==> src/hw/isc_pkg.sv <==
package isc_pkg;

   // configuration word layout
   localparam int         CFG_W       = 12;
   localparam int         REV_W       = 4;
   localparam int         RANGE_MSB   = 11;
   localparam int         RANGE_LSB   = 9;
   localparam int         FMT_BIT     = 8;
   localparam logic [11:0] CFG_DEFAULT = 12'hE00;
   localparam logic [3:0] REV_ID      = 4'hA; // arbitrary value

   // readback sequence
   localparam int          RB_REPEAT      = 2;
   localparam int          RB_TOTAL_SHORT = 512;
   localparam int          RB_TOTAL_LONG  = 640;
   localparam int          HALF_SHORT     = RB_TOTAL_SHORT / RB_REPEAT;
   localparam int          HALF_LONG      = RB_TOTAL_LONG / RB_REPEAT;
   localparam int          PAT_LEN_SHORT  = HALF_SHORT - CFG_W - REV_W;
   localparam int          PAT_LEN_LONG   = 304;
   localparam int          PAT_NZ_SHORT   = 56;
   localparam int          PAT_NZ_LONG    = 72;
   localparam logic [55:0] PAT_SHORT      = 56'h30F066012480F6;
   localparam logic [71:0] PAT_LONG       = 72'h30F066012480F69055;

   // converter geometry
   localparam int NUM_IN  = 32;
   localparam int NUM_ADC = 16;
   localparam int RES_W   = 20;

   // feedback capacitor (0.1 pF units) and full-scale charge (0.1 pC units)
   localparam logic [9:0] CAP_TENTH_PF [8] = '{10'h01E, 10'h07D, 10'h0FA, 10'h177,
                                               10'h1F4, 10'h271, 10'h2EE, 10'h36B};
   localparam logic [11:0] FS_TENTH_PC [8] = '{12'h07D, 12'h1F4, 12'h3E8, 12'h5DC,
                                               12'h7D0, 12'h9C4, 12'hBB8, 12'hDAC};

   // timing
   localparam int CLK_NS     = 10;
   localparam int T_RST_NS   = 1000;
   localparam int T_WTRST_NS = 2000;
   localparam int T_WTWR_NS  = 2000;
   localparam int RST_CYC    = (T_RST_NS + CLK_NS - 1) / CLK_NS;
   localparam int WTRST_CYC  = (T_WTRST_NS + CLK_NS - 1) / CLK_NS;
   localparam int WTWR_CYC   = (T_WTWR_NS + CLK_NS - 1) / CLK_NS;
   localparam int SCK_HALF   = 6;
   localparam int SYS_HALF   = 6;
   localparam int CONVERT_STROBE_TICKS = 64;
   localparam int RST_TICKS  = 16;

   // positions in the synchronised pin vector of the device
   localparam int IN_SYS   = 0;
   localparam int IN_CONVERT_STROBE  = 1;
   localparam int IN_RSTN  = 2;
   localparam int IN_SCK   = 3;
   localparam int IN_DIN   = 4;
   localparam int IN_DATA_SHIFT_CLOCK  = 5;
   localparam int IN_CHAIN = 6;
   localparam int IN_N     = 7;

   typedef enum logic [1:0] {
      IS_RESET = 2'b00,
      IS_WAIT  = 2'b01,
      IS_INTEG = 2'b10,
      IS_CONVERT_STROBE  = 2'b11
   } isc_side_t;

   typedef enum logic [2:0] {
      H_IDLE = 3'b000,
      H_RST  = 3'b001,
      H_WRST = 3'b010,
      H_WR   = 3'b011,
      H_WWR  = 3'b100,
      H_RD   = 3'b101,
      H_DATA = 3'b110
   } isc_host_t;

endpackage

==> src/hw/isc_link_if.sv <==
`timescale 1ns/100ps
`default_nettype none
interface isc_link_if;
   logic system_clock;
   logic convert_strobe;
   logic cfg_reset_n;
   logic config_shift_clock;
   logic config_serial_in;
   logic data_shift_clock;
   logic serial_data_out;
   logic output_ready_n;
   logic chain_in;

   modport dev (
      input  system_clock, convert_strobe, cfg_reset_n, config_shift_clock,
      input  config_serial_in, data_shift_clock, chain_in,
      output serial_data_out, output_ready_n
   );

   modport host (
      output system_clock, convert_strobe, cfg_reset_n, config_shift_clock,
      output config_serial_in, data_shift_clock,
      input  serial_data_out, output_ready_n
   );
endinterface
`default_nettype wire

==> src/hw/isc_dev.sv <==
`timescale 1ns/100ps
`default_nettype none
module isc_dev
   import isc_pkg::*;
#(
   parameter int N_IN     = NUM_IN,
   parameter int W_RES    = RES_W,
   parameter int T_CONVERT_STROBE   = CONVERT_STROBE_TICKS,
   parameter int T_RESET  = RST_TICKS
) (
   // clock, reset, enable
   input  wire logic                       core_clk,
   input  wire logic                       sys_rst,
   input  wire logic                       clk_en,
   // link to the host
   isc_link_if.dev                         lnk,
   // converter results for the side now being converted
   input  wire logic                       res_we,
   input  wire logic [$clog2(N_IN)-1:0]    res_idx,
   input  wire logic [W_RES-1:0]           res_data,
   // configuration and integrator state
   output logic      [CFG_W-1:0]           cfg_word_q,
   output logic      [2:0]                 full_scale_q,
   output logic      [9:0]                 fb_cap_q,
   output logic      [11:0]                fs_charge_q,
   output logic                            integ_a_q,
   output logic                            integ_b_q,
   output logic                            ref_conn_a_q,
   output logic                            ref_conn_b_q,
   output logic                            adc_busy_q,
   output logic                            adc_side_b_q,
   output logic                            adc_mux_hi_q,
   output logic      [1:0]                 convert_strobe_done_q
);

   localparam int OUT_BITS = 2 * N_IN * W_RES;
   localparam int IDX_W    = $clog2((OUT_BITS > RB_TOTAL_LONG ? OUT_BITS : RB_TOTAL_LONG) + 1);
   localparam int TCK_W    = 16;

   logic [IN_N-1:0]     s1_q, s2_q, s3_q;
   logic                sys_tick, convert_strobe_rise, convert_strobe_fall, sck_fall, data_shift_clock_rise, cfg_rst;
   logic [1:0]          start_ev, stop_ev;
   isc_side_t           st_q [2];
   logic [TCK_W-1:0]    tick_q [2];
   logic [CFG_W-1:0]    cfg_q, wr_sh_q, cfg_next;
   logic [3:0]          wr_cnt_q;
   logic                cfg_commit;
   logic                rb_mode_q;
   logic                dout_q, ready_n_q;
   logic [IDX_W-1:0]    out_idx_q;
   logic [W_RES-1:0]    res_mem [2*N_IN];

   // every pin from the host crosses through two flops; s3 only feeds edge detection
   always_ff @(posedge core_clk) begin
      if (sys_rst) begin
         s1_q <= '0;
         s2_q <= '0;
         s3_q <= '0;
      end else if (clk_en) begin
         s1_q <= {lnk.chain_in, lnk.data_shift_clock, lnk.config_serial_in,
                  lnk.config_shift_clock, lnk.cfg_reset_n, lnk.convert_strobe,
                  lnk.system_clock};
         s2_q <= s1_q;
         s3_q <= s2_q;
      end
   end

   // edge events seen on the synchronised pins
   assign sys_tick  = s2_q[IN_SYS] & ~s3_q[IN_SYS];
   assign convert_strobe_rise = s2_q[IN_CONVERT_STROBE] & ~s3_q[IN_CONVERT_STROBE];
   assign convert_strobe_fall = ~s2_q[IN_CONVERT_STROBE] & s3_q[IN_CONVERT_STROBE];
   assign sck_fall  = ~s2_q[IN_SCK] & s3_q[IN_SCK];
   assign data_shift_clock_rise = s2_q[IN_DATA_SHIFT_CLOCK] & ~s3_q[IN_DATA_SHIFT_CLOCK];
   assign cfg_rst   = ~s2_q[IN_RSTN];
   assign start_ev  = {convert_strobe_fall, convert_strobe_rise};
   assign stop_ev   = {convert_strobe_rise, convert_strobe_fall};

   // bit k of the readback stream for a given configuration word
   function automatic logic rb_bit(input logic [IDX_W-1:0] idx, input logic [CFG_W-1:0] cfg);
      int   half;
      int   plen;
      int   k;
      int   p;
      logic lng;
      lng  = cfg[FMT_BIT];
      half = lng ? HALF_LONG : HALF_SHORT;
      plen = lng ? PAT_LEN_LONG : PAT_LEN_SHORT;
      k    = int'(idx);
      if (k >= half) k = k - half;
      if (k < CFG_W) return cfg[CFG_W-1-k];
      if (k < CFG_W + REV_W) return REV_ID[CFG_W+REV_W-1-k];
      p = plen - 1 - (k - CFG_W - REV_W);
      if (lng) return (p < PAT_NZ_LONG) ? PAT_LONG[p] : 1'b0;
      return (p < PAT_NZ_SHORT) ? PAT_SHORT[p] : 1'b0;
   endfunction

   // bit k of the result stream: input by input, side A word then side B word, MSB first
   function automatic logic data_bit(input logic [IDX_W-1:0] idx);
      int w;
      int b;
      w = int'(idx) / W_RES;
      b = W_RES - 1 - (int'(idx) % W_RES);
      return res_mem[w][b];
   endfunction

   // two integrators per input, each walking reset, wait, integrate, convert
   always_ff @(posedge core_clk) begin
      if (sys_rst) begin
         for (int s = 0; s < 2; s++) begin
            st_q[s]   <= IS_RESET;
            tick_q[s] <= '0;
         end
         convert_strobe_done_q <= '0;
      end else if (clk_en) begin
         convert_strobe_done_q <= '0;
         for (int s = 0; s < 2; s++) begin
            if (cfg_rst) begin
               st_q[s]   <= IS_RESET;
               tick_q[s] <= '0;
            end else begin
               case (st_q[s])
                  IS_RESET: begin
                     if (sys_tick) begin
                        if (tick_q[s] == TCK_W'(T_RESET - 1)) begin
                           st_q[s]   <= IS_WAIT;
                           tick_q[s] <= '0;
                        end else begin
                           tick_q[s] <= tick_q[s] + 1'b1;
                        end
                     end
                  end
                  IS_WAIT: begin
                     if (start_ev[s]) st_q[s] <= IS_INTEG;
                  end
                  IS_INTEG: begin
                     if (stop_ev[s]) begin
                        st_q[s]   <= IS_CONVERT_STROBE;
                        tick_q[s] <= '0;
                     end
                  end
                  IS_CONVERT_STROBE: begin
                     if (sys_tick) begin
                        if (tick_q[s] == TCK_W'(T_CONVERT_STROBE - 1)) begin
                           st_q[s]        <= IS_RESET;
                           tick_q[s]      <= '0;
                           convert_strobe_done_q[s] <= 1'b1;
                        end else begin
                           tick_q[s] <= tick_q[s] + 1'b1;
                        end
                     end
                  end
                  default: st_q[s] <= IS_RESET;
               endcase
            end
         end
      end
   end

   // results land in the slot of the side being converted
   always_ff @(posedge core_clk) begin
      if (clk_en && res_we) begin
         res_mem[{res_idx, (st_q[1] == IS_CONVERT_STROBE)}] <= res_data;
      end
   end

   // configuration shift; the live word is replaced only on the twelfth bit
   assign cfg_next   = {wr_sh_q[CFG_W-2:0], s2_q[IN_DIN]};
   assign cfg_commit = sck_fall & ~cfg_rst & (wr_cnt_q == 4'(CFG_W - 1));
   always_ff @(posedge core_clk) begin
      if (sys_rst) begin
         cfg_q    <= CFG_DEFAULT;
         wr_sh_q  <= '0;
         wr_cnt_q <= '0;
      end else if (clk_en) begin
         if (cfg_rst) begin
            wr_cnt_q <= '0;
         end else if (sck_fall && wr_cnt_q < 4'(CFG_W)) begin
            wr_sh_q  <= cfg_next;
            wr_cnt_q <= wr_cnt_q + 1'b1;
            if (cfg_commit) cfg_q <= cfg_next;
         end
      end
   end

   // serial output: readback after a write, results after a conversion, then the chain
   always_ff @(posedge core_clk) begin
      if (sys_rst) begin
         rb_mode_q <= 1'b0;
         dout_q    <= 1'b0;
         ready_n_q <= 1'b1;
         out_idx_q <= '0;
      end else if (clk_en) begin
         if (cfg_commit) begin
            rb_mode_q <= 1'b1;
            dout_q    <= rb_bit('0, cfg_next);
            out_idx_q <= IDX_W'(1);
         end else if (convert_strobe_rise) begin
            rb_mode_q <= 1'b0;
         end else if (|convert_strobe_done_q) begin
            rb_mode_q <= 1'b0;
            ready_n_q <= 1'b0;
            dout_q    <= data_bit('0);
            out_idx_q <= IDX_W'(1);
         end else if (data_shift_clock_rise) begin
            ready_n_q <= 1'b1;
            if (rb_mode_q && out_idx_q < IDX_W'(cfg_q[FMT_BIT] ? RB_TOTAL_LONG : RB_TOTAL_SHORT)) begin
               dout_q    <= rb_bit(out_idx_q, cfg_q);
               out_idx_q <= out_idx_q + 1'b1;
            end else if (!rb_mode_q && out_idx_q < IDX_W'(OUT_BITS)) begin
               dout_q    <= data_bit(out_idx_q);
               out_idx_q <= out_idx_q + 1'b1;
            end else begin
               dout_q <= s2_q[IN_CHAIN];
            end
         end
      end
   end

   assign lnk.serial_data_out = dout_q;
   assign lnk.output_ready_n  = ready_n_q;

   // registered views; the mux flag says which half of the inputs the 16 converters see
   always_ff @(posedge core_clk) begin
      if (sys_rst) begin
         cfg_word_q   <= CFG_DEFAULT;
         full_scale_q <= CFG_DEFAULT[RANGE_MSB:RANGE_LSB];
         fb_cap_q     <= CAP_TENTH_PF[CFG_DEFAULT[RANGE_MSB:RANGE_LSB]];
         fs_charge_q  <= FS_TENTH_PC[CFG_DEFAULT[RANGE_MSB:RANGE_LSB]];
         integ_a_q    <= 1'b0;
         integ_b_q    <= 1'b0;
         ref_conn_a_q <= 1'b0;
         ref_conn_b_q <= 1'b0;
         adc_busy_q   <= 1'b0;
         adc_side_b_q <= 1'b0;
         adc_mux_hi_q <= 1'b0;
      end else if (clk_en) begin
         cfg_word_q   <= cfg_q;
         full_scale_q <= cfg_q[RANGE_MSB:RANGE_LSB];
         fb_cap_q     <= CAP_TENTH_PF[cfg_q[RANGE_MSB:RANGE_LSB]];
         fs_charge_q  <= FS_TENTH_PC[cfg_q[RANGE_MSB:RANGE_LSB]];
         integ_a_q    <= (st_q[0] == IS_INTEG);
         integ_b_q    <= (st_q[1] == IS_INTEG);
         ref_conn_a_q <= (st_q[0] == IS_RESET);
         ref_conn_b_q <= (st_q[1] == IS_RESET);
         adc_busy_q   <= (st_q[0] == IS_CONVERT_STROBE) | (st_q[1] == IS_CONVERT_STROBE);
         adc_side_b_q <= (st_q[1] == IS_CONVERT_STROBE);
         adc_mux_hi_q <= (st_q[0] == IS_CONVERT_STROBE && tick_q[0] >= TCK_W'(T_CONVERT_STROBE / 2))
                       | (st_q[1] == IS_CONVERT_STROBE && tick_q[1] >= TCK_W'(T_CONVERT_STROBE / 2));
      end
   end

endmodule
`default_nettype wire

==> src/flat_wrapper.sv <==
// flat-port wrapper written by rule: the top's interface ports become plain ports
module isc_dev_flat import isc_pkg::*;
#(
   parameter int N_IN     = NUM_IN,
   parameter int W_RES    = RES_W,
   parameter int T_CONVERT_STROBE   = CONVERT_STROBE_TICKS,
   parameter int T_RESET  = RST_TICKS
)
  (core_clk, sys_rst, clk_en, res_we, res_idx, res_data, cfg_word_q, full_scale_q, fb_cap_q, fs_charge_q, integ_a_q, integ_b_q, ref_conn_a_q, ref_conn_b_q, adc_busy_q, adc_side_b_q, adc_mux_hi_q, convert_strobe_done_q, lnk_system_clock, lnk_convert_strobe, lnk_cfg_reset_n, lnk_config_shift_clock, lnk_config_serial_in, lnk_data_shift_clock, lnk_chain_in, lnk_serial_data_out, lnk_output_ready_n);
  isc_link_if lnk_i ();
  input  wire logic core_clk;
  input  wire logic sys_rst;
  input  wire logic clk_en;
  input  wire logic res_we;
  input  wire logic [$clog2(N_IN)-1:0] res_idx;
  input  wire logic [W_RES-1:0] res_data;
  output logic      [CFG_W-1:0] cfg_word_q;
  output logic      [2:0] full_scale_q;
  output logic      [9:0] fb_cap_q;
  output logic      [11:0] fs_charge_q;
  output logic integ_a_q;
  output logic integ_b_q;
  output logic ref_conn_a_q;
  output logic ref_conn_b_q;
  output logic adc_busy_q;
  output logic adc_side_b_q;
  output logic adc_mux_hi_q;
  output logic      [1:0] convert_strobe_done_q;
  input wire logic [$bits(lnk_i.system_clock)-1:0] lnk_system_clock;
  input wire logic [$bits(lnk_i.convert_strobe)-1:0] lnk_convert_strobe;
  input wire logic [$bits(lnk_i.cfg_reset_n)-1:0] lnk_cfg_reset_n;
  input wire logic [$bits(lnk_i.config_shift_clock)-1:0] lnk_config_shift_clock;
  input wire logic [$bits(lnk_i.config_serial_in)-1:0] lnk_config_serial_in;
  input wire logic [$bits(lnk_i.data_shift_clock)-1:0] lnk_data_shift_clock;
  input wire logic [$bits(lnk_i.chain_in)-1:0] lnk_chain_in;
  output wire logic [$bits(lnk_i.serial_data_out)-1:0] lnk_serial_data_out;
  output wire logic [$bits(lnk_i.output_ready_n)-1:0] lnk_output_ready_n;
  assign lnk_i.system_clock = lnk_system_clock;
  assign lnk_i.convert_strobe = lnk_convert_strobe;
  assign lnk_i.cfg_reset_n = lnk_cfg_reset_n;
  assign lnk_i.config_shift_clock = lnk_config_shift_clock;
  assign lnk_i.config_serial_in = lnk_config_serial_in;
  assign lnk_i.data_shift_clock = lnk_data_shift_clock;
  assign lnk_i.chain_in = lnk_chain_in;
  assign lnk_serial_data_out = lnk_i.serial_data_out;
  assign lnk_output_ready_n = lnk_i.output_ready_n;
  isc_dev #(.N_IN(N_IN), .W_RES(W_RES), .T_CONVERT_STROBE(T_CONVERT_STROBE), .T_RESET(T_RESET)) u_core (.core_clk(core_clk), .sys_rst(sys_rst), .clk_en(clk_en), .lnk(lnk_i), .res_we(res_we), .res_idx(res_idx), .res_data(res_data), .cfg_word_q(cfg_word_q), .full_scale_q(full_scale_q), .fb_cap_q(fb_cap_q), .fs_charge_q(fs_charge_q), .integ_a_q(integ_a_q), .integ_b_q(integ_b_q), .ref_conn_a_q(ref_conn_a_q), .ref_conn_b_q(ref_conn_b_q), .adc_busy_q(adc_busy_q), .adc_side_b_q(adc_side_b_q), .adc_mux_hi_q(adc_mux_hi_q), .convert_strobe_done_q(convert_strobe_done_q));
endmodule
==> config.mk <==
export PLATFORM = sky130hd
export DESIGN_NAME = isc_dev_flat
export DESIGN_NICKNAME = d
export VERILOG_FILES = /design/src/hw/isc_pkg.sv /design/src/hw/isc_link_if.sv /design/src/hw/isc_dev.sv /design/src/flat_wrapper.sv
export SDC_FILE = /design/constraint.sdc
export NUM_CORES = 2
export LEC_CHECK = 0
export BUFFER_PORTS_ARGS = -buffer_cell sky130_fd_sc_hd__buf_2
export CORE_MARGIN = 1.5
export CORE_UTILIZATION = 45
export CTS_CLUSTER_SIZE = 40
export DETAILED_ROUTE_END_ITERATION = 6
export PLACE_DENSITY = 0.72
export SLEW_MARGIN = 10
export SYNTH_ARGS = -nofsm -noshare
export SYNTH_HDL_FRONTEND = slang
export SYNTH_SLANG_ARGS = --single-unit
export TNS_END_PERCENT = 20
==> constraint.sdc <==
create_clock -name core_clk -period 7.15 [get_ports core_clk]
set_input_delay 0.3575 -clock core_clk [delete_from_list [all_inputs] [get_ports core_clk]]
set_output_delay 0.3575 -clock core_clk [all_outputs]
set_load 0.01 [all_outputs]
# [Word level (Yosys, flattened, before mapping)]
# Memory sizes are Yosys's and may differ from the RTL's. A register that Yosys moved wholly into a read port is not among the register bits.
# Cells that the tools add are included.
[op_classes] addsub=19 n_lt_le_gt_ge=24 eq_ne=13 bitwise_logic=39 div=2 shift=0 muxes=225 n_reduce_logical=21 mul=0
[op_table] op="$mux W32" count=12
[op_table] op="$mux W16" count=12
[op_table] op="$mux W1" count=173
[op_table] op="$lt A32 B6 Y1 const B" count=4
[op_table] op="$lt A32 B8 Y1 const B" count=4
[op_table] op="$sub A5 B32 Y32 const A" count=4
[op_table] op="$lt A32 B7 Y1 const B" count=3
[op_table] op="$mux W11" count=6
[op_table] op="$lt A32 B4 Y1 const B" count=2
[op_table] op="$lt A32 B5 Y1 const B" count=2
[op_table] op="$lt A32 B9 Y1 const B" count=2
[op_table] op="$sub A32 B2 Y32 const B" count=2
[op_table] op="$sub A32 B32 Y32" count=2
[op_table] op="$sub A32 B4 Y32 const B" count=2
[op_table] op="$sub A32 B5 Y32 const B" count=2
[op_table] op="$add A16 B1 Y16 const B" count=2
[op_table] op="$div A12 B6 Y32 const B" count=1
[op_table] op="$eq A16 B4 Y1 const B" count=2
[op_table] op="$eq A16 B6 Y1 const B" count=2
[op_table] op="$ge A1 B32 Y1 const A" count=1
[op_table] op="$ge A12 B32 Y1" count=1
[op_table] op="$ge A16 B6 Y1 const B" count=2
[op_table] op="$mod A12 B6 Y32 const B" count=1
[op_table] op="$sub A1 B32 Y32 const A" count=1
[op_table] op="other kinds (33)" count=98
[word_totals] latchBits=0 input_bits=36 out_inout_bits=48 romBits=560 memories=9 ram_bits=1316 word_cells=372 register_bits=85
[memory_table] memory="u_core.res_mem" words=64 width=20 rd=2 rd_clocked_by_memory_dff=0 wr=1 line_no="isc_dev.sv:51" text="logic [W_RES-1:0] res_mem [2*N_IN];"
[memory_table] memory="(no name shown)" words=128 width=1 rd=1 rd_clocked_by_memory_dff=0 wr=0 line_no="isc_dev.sv:93" text="if (lng) return (p < PAT_NZ_LONG) ? PAT_LONG[p] : 1'b0;"
[memory_table] memory="(no name shown)" words=128 width=1 rd=1 rd_clocked_by_memory_dff=0 wr=0 line_no="isc_dev.sv:93"
[memory_table] memory="(no name shown)" words=8 width=12 rd=1 rd_clocked_by_memory_dff=1 wr=0 line_no="isc_dev.sv:240" text="fs_charge_q <= FS_TENTH_PC[cfg_q[RANGE_MSB:RANGE_LSB]];"
[memory_table] memory="(no name shown)" words=8 width=10 rd=1 rd_clocked_by_memory_dff=1 wr=0 line_no="isc_dev.sv:239" text="fb_cap_q <= CAP_TENTH_PF[cfg_q[RANGE_MSB:RANGE_LSB]];"
[memory_table] memory="(no name shown)" words=64 width=1 rd=1 rd_clocked_by_memory_dff=0 wr=0 line_no="isc_dev.sv:94" text="return (p < PAT_NZ_SHORT) ? PAT_SHORT[p] : 1'b0;"
[memory_table] memory="+3 memories"

# [Depth between registers and ports, before layout]
[depth] ltp_word=44 depth_mapped=33 ltp_nobuf=27

# [Worst setup path before layout]
# OpenSTA, ideal clock, no wires.
[synth_timing] path_kind="flip-flop to flip-flop" from="register u_core.out_idx_q[9]" to="register u_core.dout_q (netlist: u_core.lnk.serial_data_out)" t_required_ns=7.034 synth_period_minus_slack_ns=7.233 slack_ns=-0.083 path_stages_with_launch=34 n_path_buf=7 setup_time_ns=0.116 arrival_ns=7.117 cell_sequence="dfxtp_1 -> buf_2 -> nor2_1 -> inv_1 -> ha_1 -> nand2b_1 -> o211ai_1 -> and3_1 -> clkbuf_1 -> o211ai_1 -> a21oi_1 -> o31ai_2 -> nor4_2 -> buf_6 -> mux2i_1 -> o211ai_2 -> nor4_4 -> o211ai_1 -> a2111o_4 -> nor2_8 -> buf_4 -> buf_2 -> buf_4 -> buf_2 -> nor2_1 -> xnor2_1 -> ha_1 -> xnor2_1 -> xnor2_1 -> nor3_2 -> o31ai_1 -> a2111oi_2 -> a32oi_1 -> a41o_1"
[synth_between] elab_chain_len=26 word_cells_on_any_way=73
[synth_lines] item="start, declared" line_no="isc_dev.sv:50" text="logic [IDX_W-1:0] out_idx_q;"
[synth_lines] item="start signal, assigned" line_no="isc_dev.sv:208" text="out_idx_q <= out_idx_q + 1'b1;"
[synth_lines] item="start signal, assigned" line_no="isc_dev.sv:211" text="out_idx_q <= out_idx_q + 1'b1;"
[synth_lines] item="parallel branches: the longest is 21 deep, another holds $mod A12 B6 Y32"
[synth_lines] item="$mux W1 *" line_no="isc_dev.sv:206" text="if (rb_mode_q && out_idx_q < IDX_W'(cfg_q[FMT_BIT] ? RB_TOTAL_LONG : RB_TOTAL_SHORT)) begin"
[synth_lines] item="$mux W1 *" line_no="isc_dev.sv:204" text="end else if (data_shift_clock_rise) begin"
[synth_lines] item="$mux W1 *" line_no="isc_dev.sv:199" text="end else if (|convert_strobe_done_q) begin"
[synth_lines] item="$mux W1 *" line_no="isc_dev.sv:197" text="end else if (convert_strobe_rise) begin"
[synth_lines] item="$mux W1 *" line_no="isc_dev.sv:193" text="if (cfg_commit) begin"
[synth_lines] item="end signal, assigned" line_no="isc_dev.sv:195" text="dout_q <= rb_bit('0, cfg_next);"
[synth_lines] item="end signal, assigned" line_no="isc_dev.sv:202" text="dout_q <= data_bit('0);"
[synth_lines] item="end signal, assigned" line_no="isc_dev.sv:207" text="dout_q <= rb_bit(out_idx_q, cfg_q);"
[synth_lines] item="end, declared" line_no="isc_dev.sv:49" text="logic dout_q, ready_n_q;"
# Every way passes the cells marked *. The select of a mux whose other input is x is not followed.
# A chain may end at the register's enable or synchronous reset.

# [Worst setup path in the final report]
[layout_timing] from="register u_core.out_idx_q[2]" to="register u_core.dout_q (netlist: u_core.lnk.serial_data_out)"
# Same word-level chain as after synthesis.

==> reports/metrics.yaml <==
outcome:
  status: "complete, but fails checks"
  failed_checks: "DRC"
placement:
  placed_cell_area_um2: 63390
  hpwl_um: 113900
  port_buffers: 82
  gp_congestion: 1.011
min_path:
  hold_class: "in2reg"
grt:
  grt_pass1_vias: 38294
  grt-ovfl-total: 0
  grt_max_degree: 75
  antenna_found_initial: 13
  grt_first_pass_wirelength_um: 265600
  grt_use_total_pct: 27.59
yosys:
  synth_area_per_cell_um2: 12.92
  synth_edf_count: 1316
  yosys_warnings: 0
  yosysMostFrequentCell: "edfxtp_1"
  synthTopCellsByArea: "edfxtp_1 (67%), nand2_1 (6.4%), mux2i_1 (3.4%)"
  synthCells: 4562
  synth_cell_type_count: 104
  synth_top_cell_by_area: "edfxtp_1"
  async_flop_share_pct: 0
  ys.flop_type: "edfxtp_1"
  synth_common_cells: "edfxtp_1 (1,316), nand2_1 (1,002), nand3_1 (318), nor2_1 (244), mux2i_1 (202)"
  ys_seq_elements: 1406
  syn-num-nets: 4630
  ys_seq_area_share_pct: 70.09
  synth_area_um2: 58950
  netlist.area_leader.share_pct: 67.03
cells_and_area:
  fillers: 10697
  multi_input_comb_area_um2: 16700
  finish.utilization_pct: 52.77
  stdcell_area_um2: 68500
  regArea_um2: 41320
  drive_above_1_share_pct: 16.31
  layout.nets: 4936
  area_growth_pct: 16.19
sta:
  final_max_slew_viol_count: 0
  max-slew-margin-rel_pct: 10.45
  setup_viol: 0
  hold_viol: 0
  worstMarginPinSlew_ns: 1.340
  fmaxAchievable_mhz: 143.0
  skew_ns: 0.03744
  whs_ns: 0.1987
  min_period_ns: 6.991
  tns_ns: 0
  period_share_pct: 97.77
floorplanning:
  dieArea_um2: 133200
  initial_utilization_pct: 45.41
  die_w_um: 365.0
  fp.dieH_um: 365.0
  io_pins: 84
  core_area_um2: 129800
  rows: 132
clock_tree:
  cts_tree: "done"
  clkLatencyLatePin_ns: 0.78
  cts_buffers: 142
  clock-sinks: 1406
  clockBufferDepth: 3
  cts_root_buffer: "clkbuf_16"
  clk_pin_slew_ns: 0.06
  cts.htree.levels: 4
drt:
  drt-total-wl_um: 186900
  drtIter0Drc: 6125
  antenna_left: 0
  drc: 2
  num_vias: 41255
  vias_per_cell: 6.132
  wire_per_inst_um: 27.79
  first_pass_iters: 7
power_and_ir_drop:
  p_clk_share_pct: 44.2
  peakVddDrop_mv: 0.2422
  switching_share_pct: 20.42
  seqPwrFrac_pct: 54.1
  internal_power_uw: 13310
  p_leak_uw: 0.02397
  power_frac_comb_pct: 1.7
  p_switching_uw: 3414
  p_per_area_nw_per_um2: 244.1
  total_power_uw: 16720
critical_path:
  crit_path_start_kind: "register"
  end_kind: "register"
  required_ns: 7.83
  crit_fanout: 55
  cp_data_arrival_time_ns: 7.67
  critPathKind: "reg2reg"
flow_run:
  drv_cap: 0
-- routing by layer --
layer / part of all wire, % / global-route usage, %
met1: 37 / 36.28
met2: 45 / 42.11
met3: 13 / 7.184
met4: 5.7 / 14.41
met5: 0.014 / 0
-- through the flow --
step	setup slack (ns)	std cells
global placement	0.02045	6443
global route	-0.07986	6725
detailed placement	0.02215	6443
floorplan	0.02570	4562
finish	0.1592	6728
CTS	0.01873	6706
-- cells in the final DEF (no fill, tap or decap), drive strengths merged, types with 24 or more instances in the layout --
cell type,synthesis,final
buf,154,432
and3,67,67
nand2,1003,1003
inv,31,36
o22ai,34,34
clkinv,1,50
nor3,39,39
o211ai,24,24
xnor2,28,28
nand3,318,318
a211oi,29,29
nor4,26,26
a221oi,24,24
a21oi,200,200
ha,31,31
a31oi,76,76
mux2i,203,203
o21ai,117,117
nand4,32,32
edfxtp,1316,1316
a32oi,32,32
dfxtp,90,90
nor2,245,245
clkbuf,124,191
a311oi,32,32
-- worst paths after layout --
kind / start / end / slack, ns / cells after the start
max: u_core.out_idx_q[2] / u_core.lnk.serial_data_out / 0.16 / 26
max reg2reg: u_core.out_idx_q[2] / u_core.lnk.serial_data_out / 0.16 / 26
min: clk_en / u_core.s2_q[4] / 0.20 / 4
min reg2reg: u_core.wr_sh_q[4] / u_core.cfg_q[5] / 0.46 / 2
-- repair_timing --
item,in CTS,in global routing
hold buffers,7,0
resized for setup,3,56
endpoints found under the hold margin,7,0
pin swaps,0,19
cloned,0,1
buffers inserted,0,15
endpoints found under the setup margin,1,1
-- final cells by class --
| type | instances | area share, % |
|---|---|---|
| inverter | 32 | 0.1753 |
| tap | 1742 | 3.182 |
| clock buffer | 190 | 5.609 |
| multi-input combinational | 2846 | 24.37 |
| antenna | 6 | 0.02192 |
| sequential | 1406 | 60.32 |
| clock inverter | 66 | 1.074 |
| timing repair buffer | 440 | 5.244 |
-- cells by family (layout without fill, tap and decap cells) --
group,Yosys count,in the layout,synth area share (%)
AND/OR/NAND/NOR,1822,1822,13.50
XOR/XNOR,46,46,0.6834
adder cells (fa/ha/maj),34,34,0.7258
AO/OA/AOI/OAI,713,713,8.137
buffers and inverters,310,728,2.642
other,1,7,0.006361
flip-flops,1406,1406,70.09
multiplexers,230,230,4.213
-- power groups by stage --
stage / clock [uW] / sequential (uW) / combinational, uW
finish: 7400 / 9040 / 283
global route: 7740 / 9040 / 294
detailed placement: 0 / 9220 / 272
floorplan: 0 / 9220 / 73.5
CTS: 7440 / 9040 / 275
global placement: 0 / 9220 / 265
-- flip-flops by register name, indices dropped and copies added, names as in the netlist, 7 cells and up --
name               count
u_core.cfg_word_q     10
u_core.fb_cap_q        8
u_core.cfg_q          12
u_core.res_mem      1280
u_core.wr_sh_q        11
u_core.out_idx_q      11
u_core.s1_q            7
u_core.tick_q         32
u_core.s2_q            7
-- critical path, stage by stage, from the launching register on --
cell       delay, ns
dfxtp_1         0.33
inv_1           0.10
ha_2            0.23
or4b_4          0.53
o21ai_2         0.18
a21boi_4        0.23
o21ai_0         0.15
a31oi_1         0.32
o22ai_1         0.15
buf_4           0.16
nor4_4          0.33
mux2i_1         0.26
o211ai_2        0.14
nor4_4          0.38
o211ai_1        0.24
a2111o_4        0.56
nor2_8          0.22
buf_12          0.19
buf_16          0.27
mux2_2          0.40
o2111ai_1       0.18
a22oi_1         0.22
a311oi_2        0.42
a31oi_1         0.20
o21ai_1         0.15
o211ai_1        0.11
a41o_1          0.20
Power figures use the tool's default switching activity.
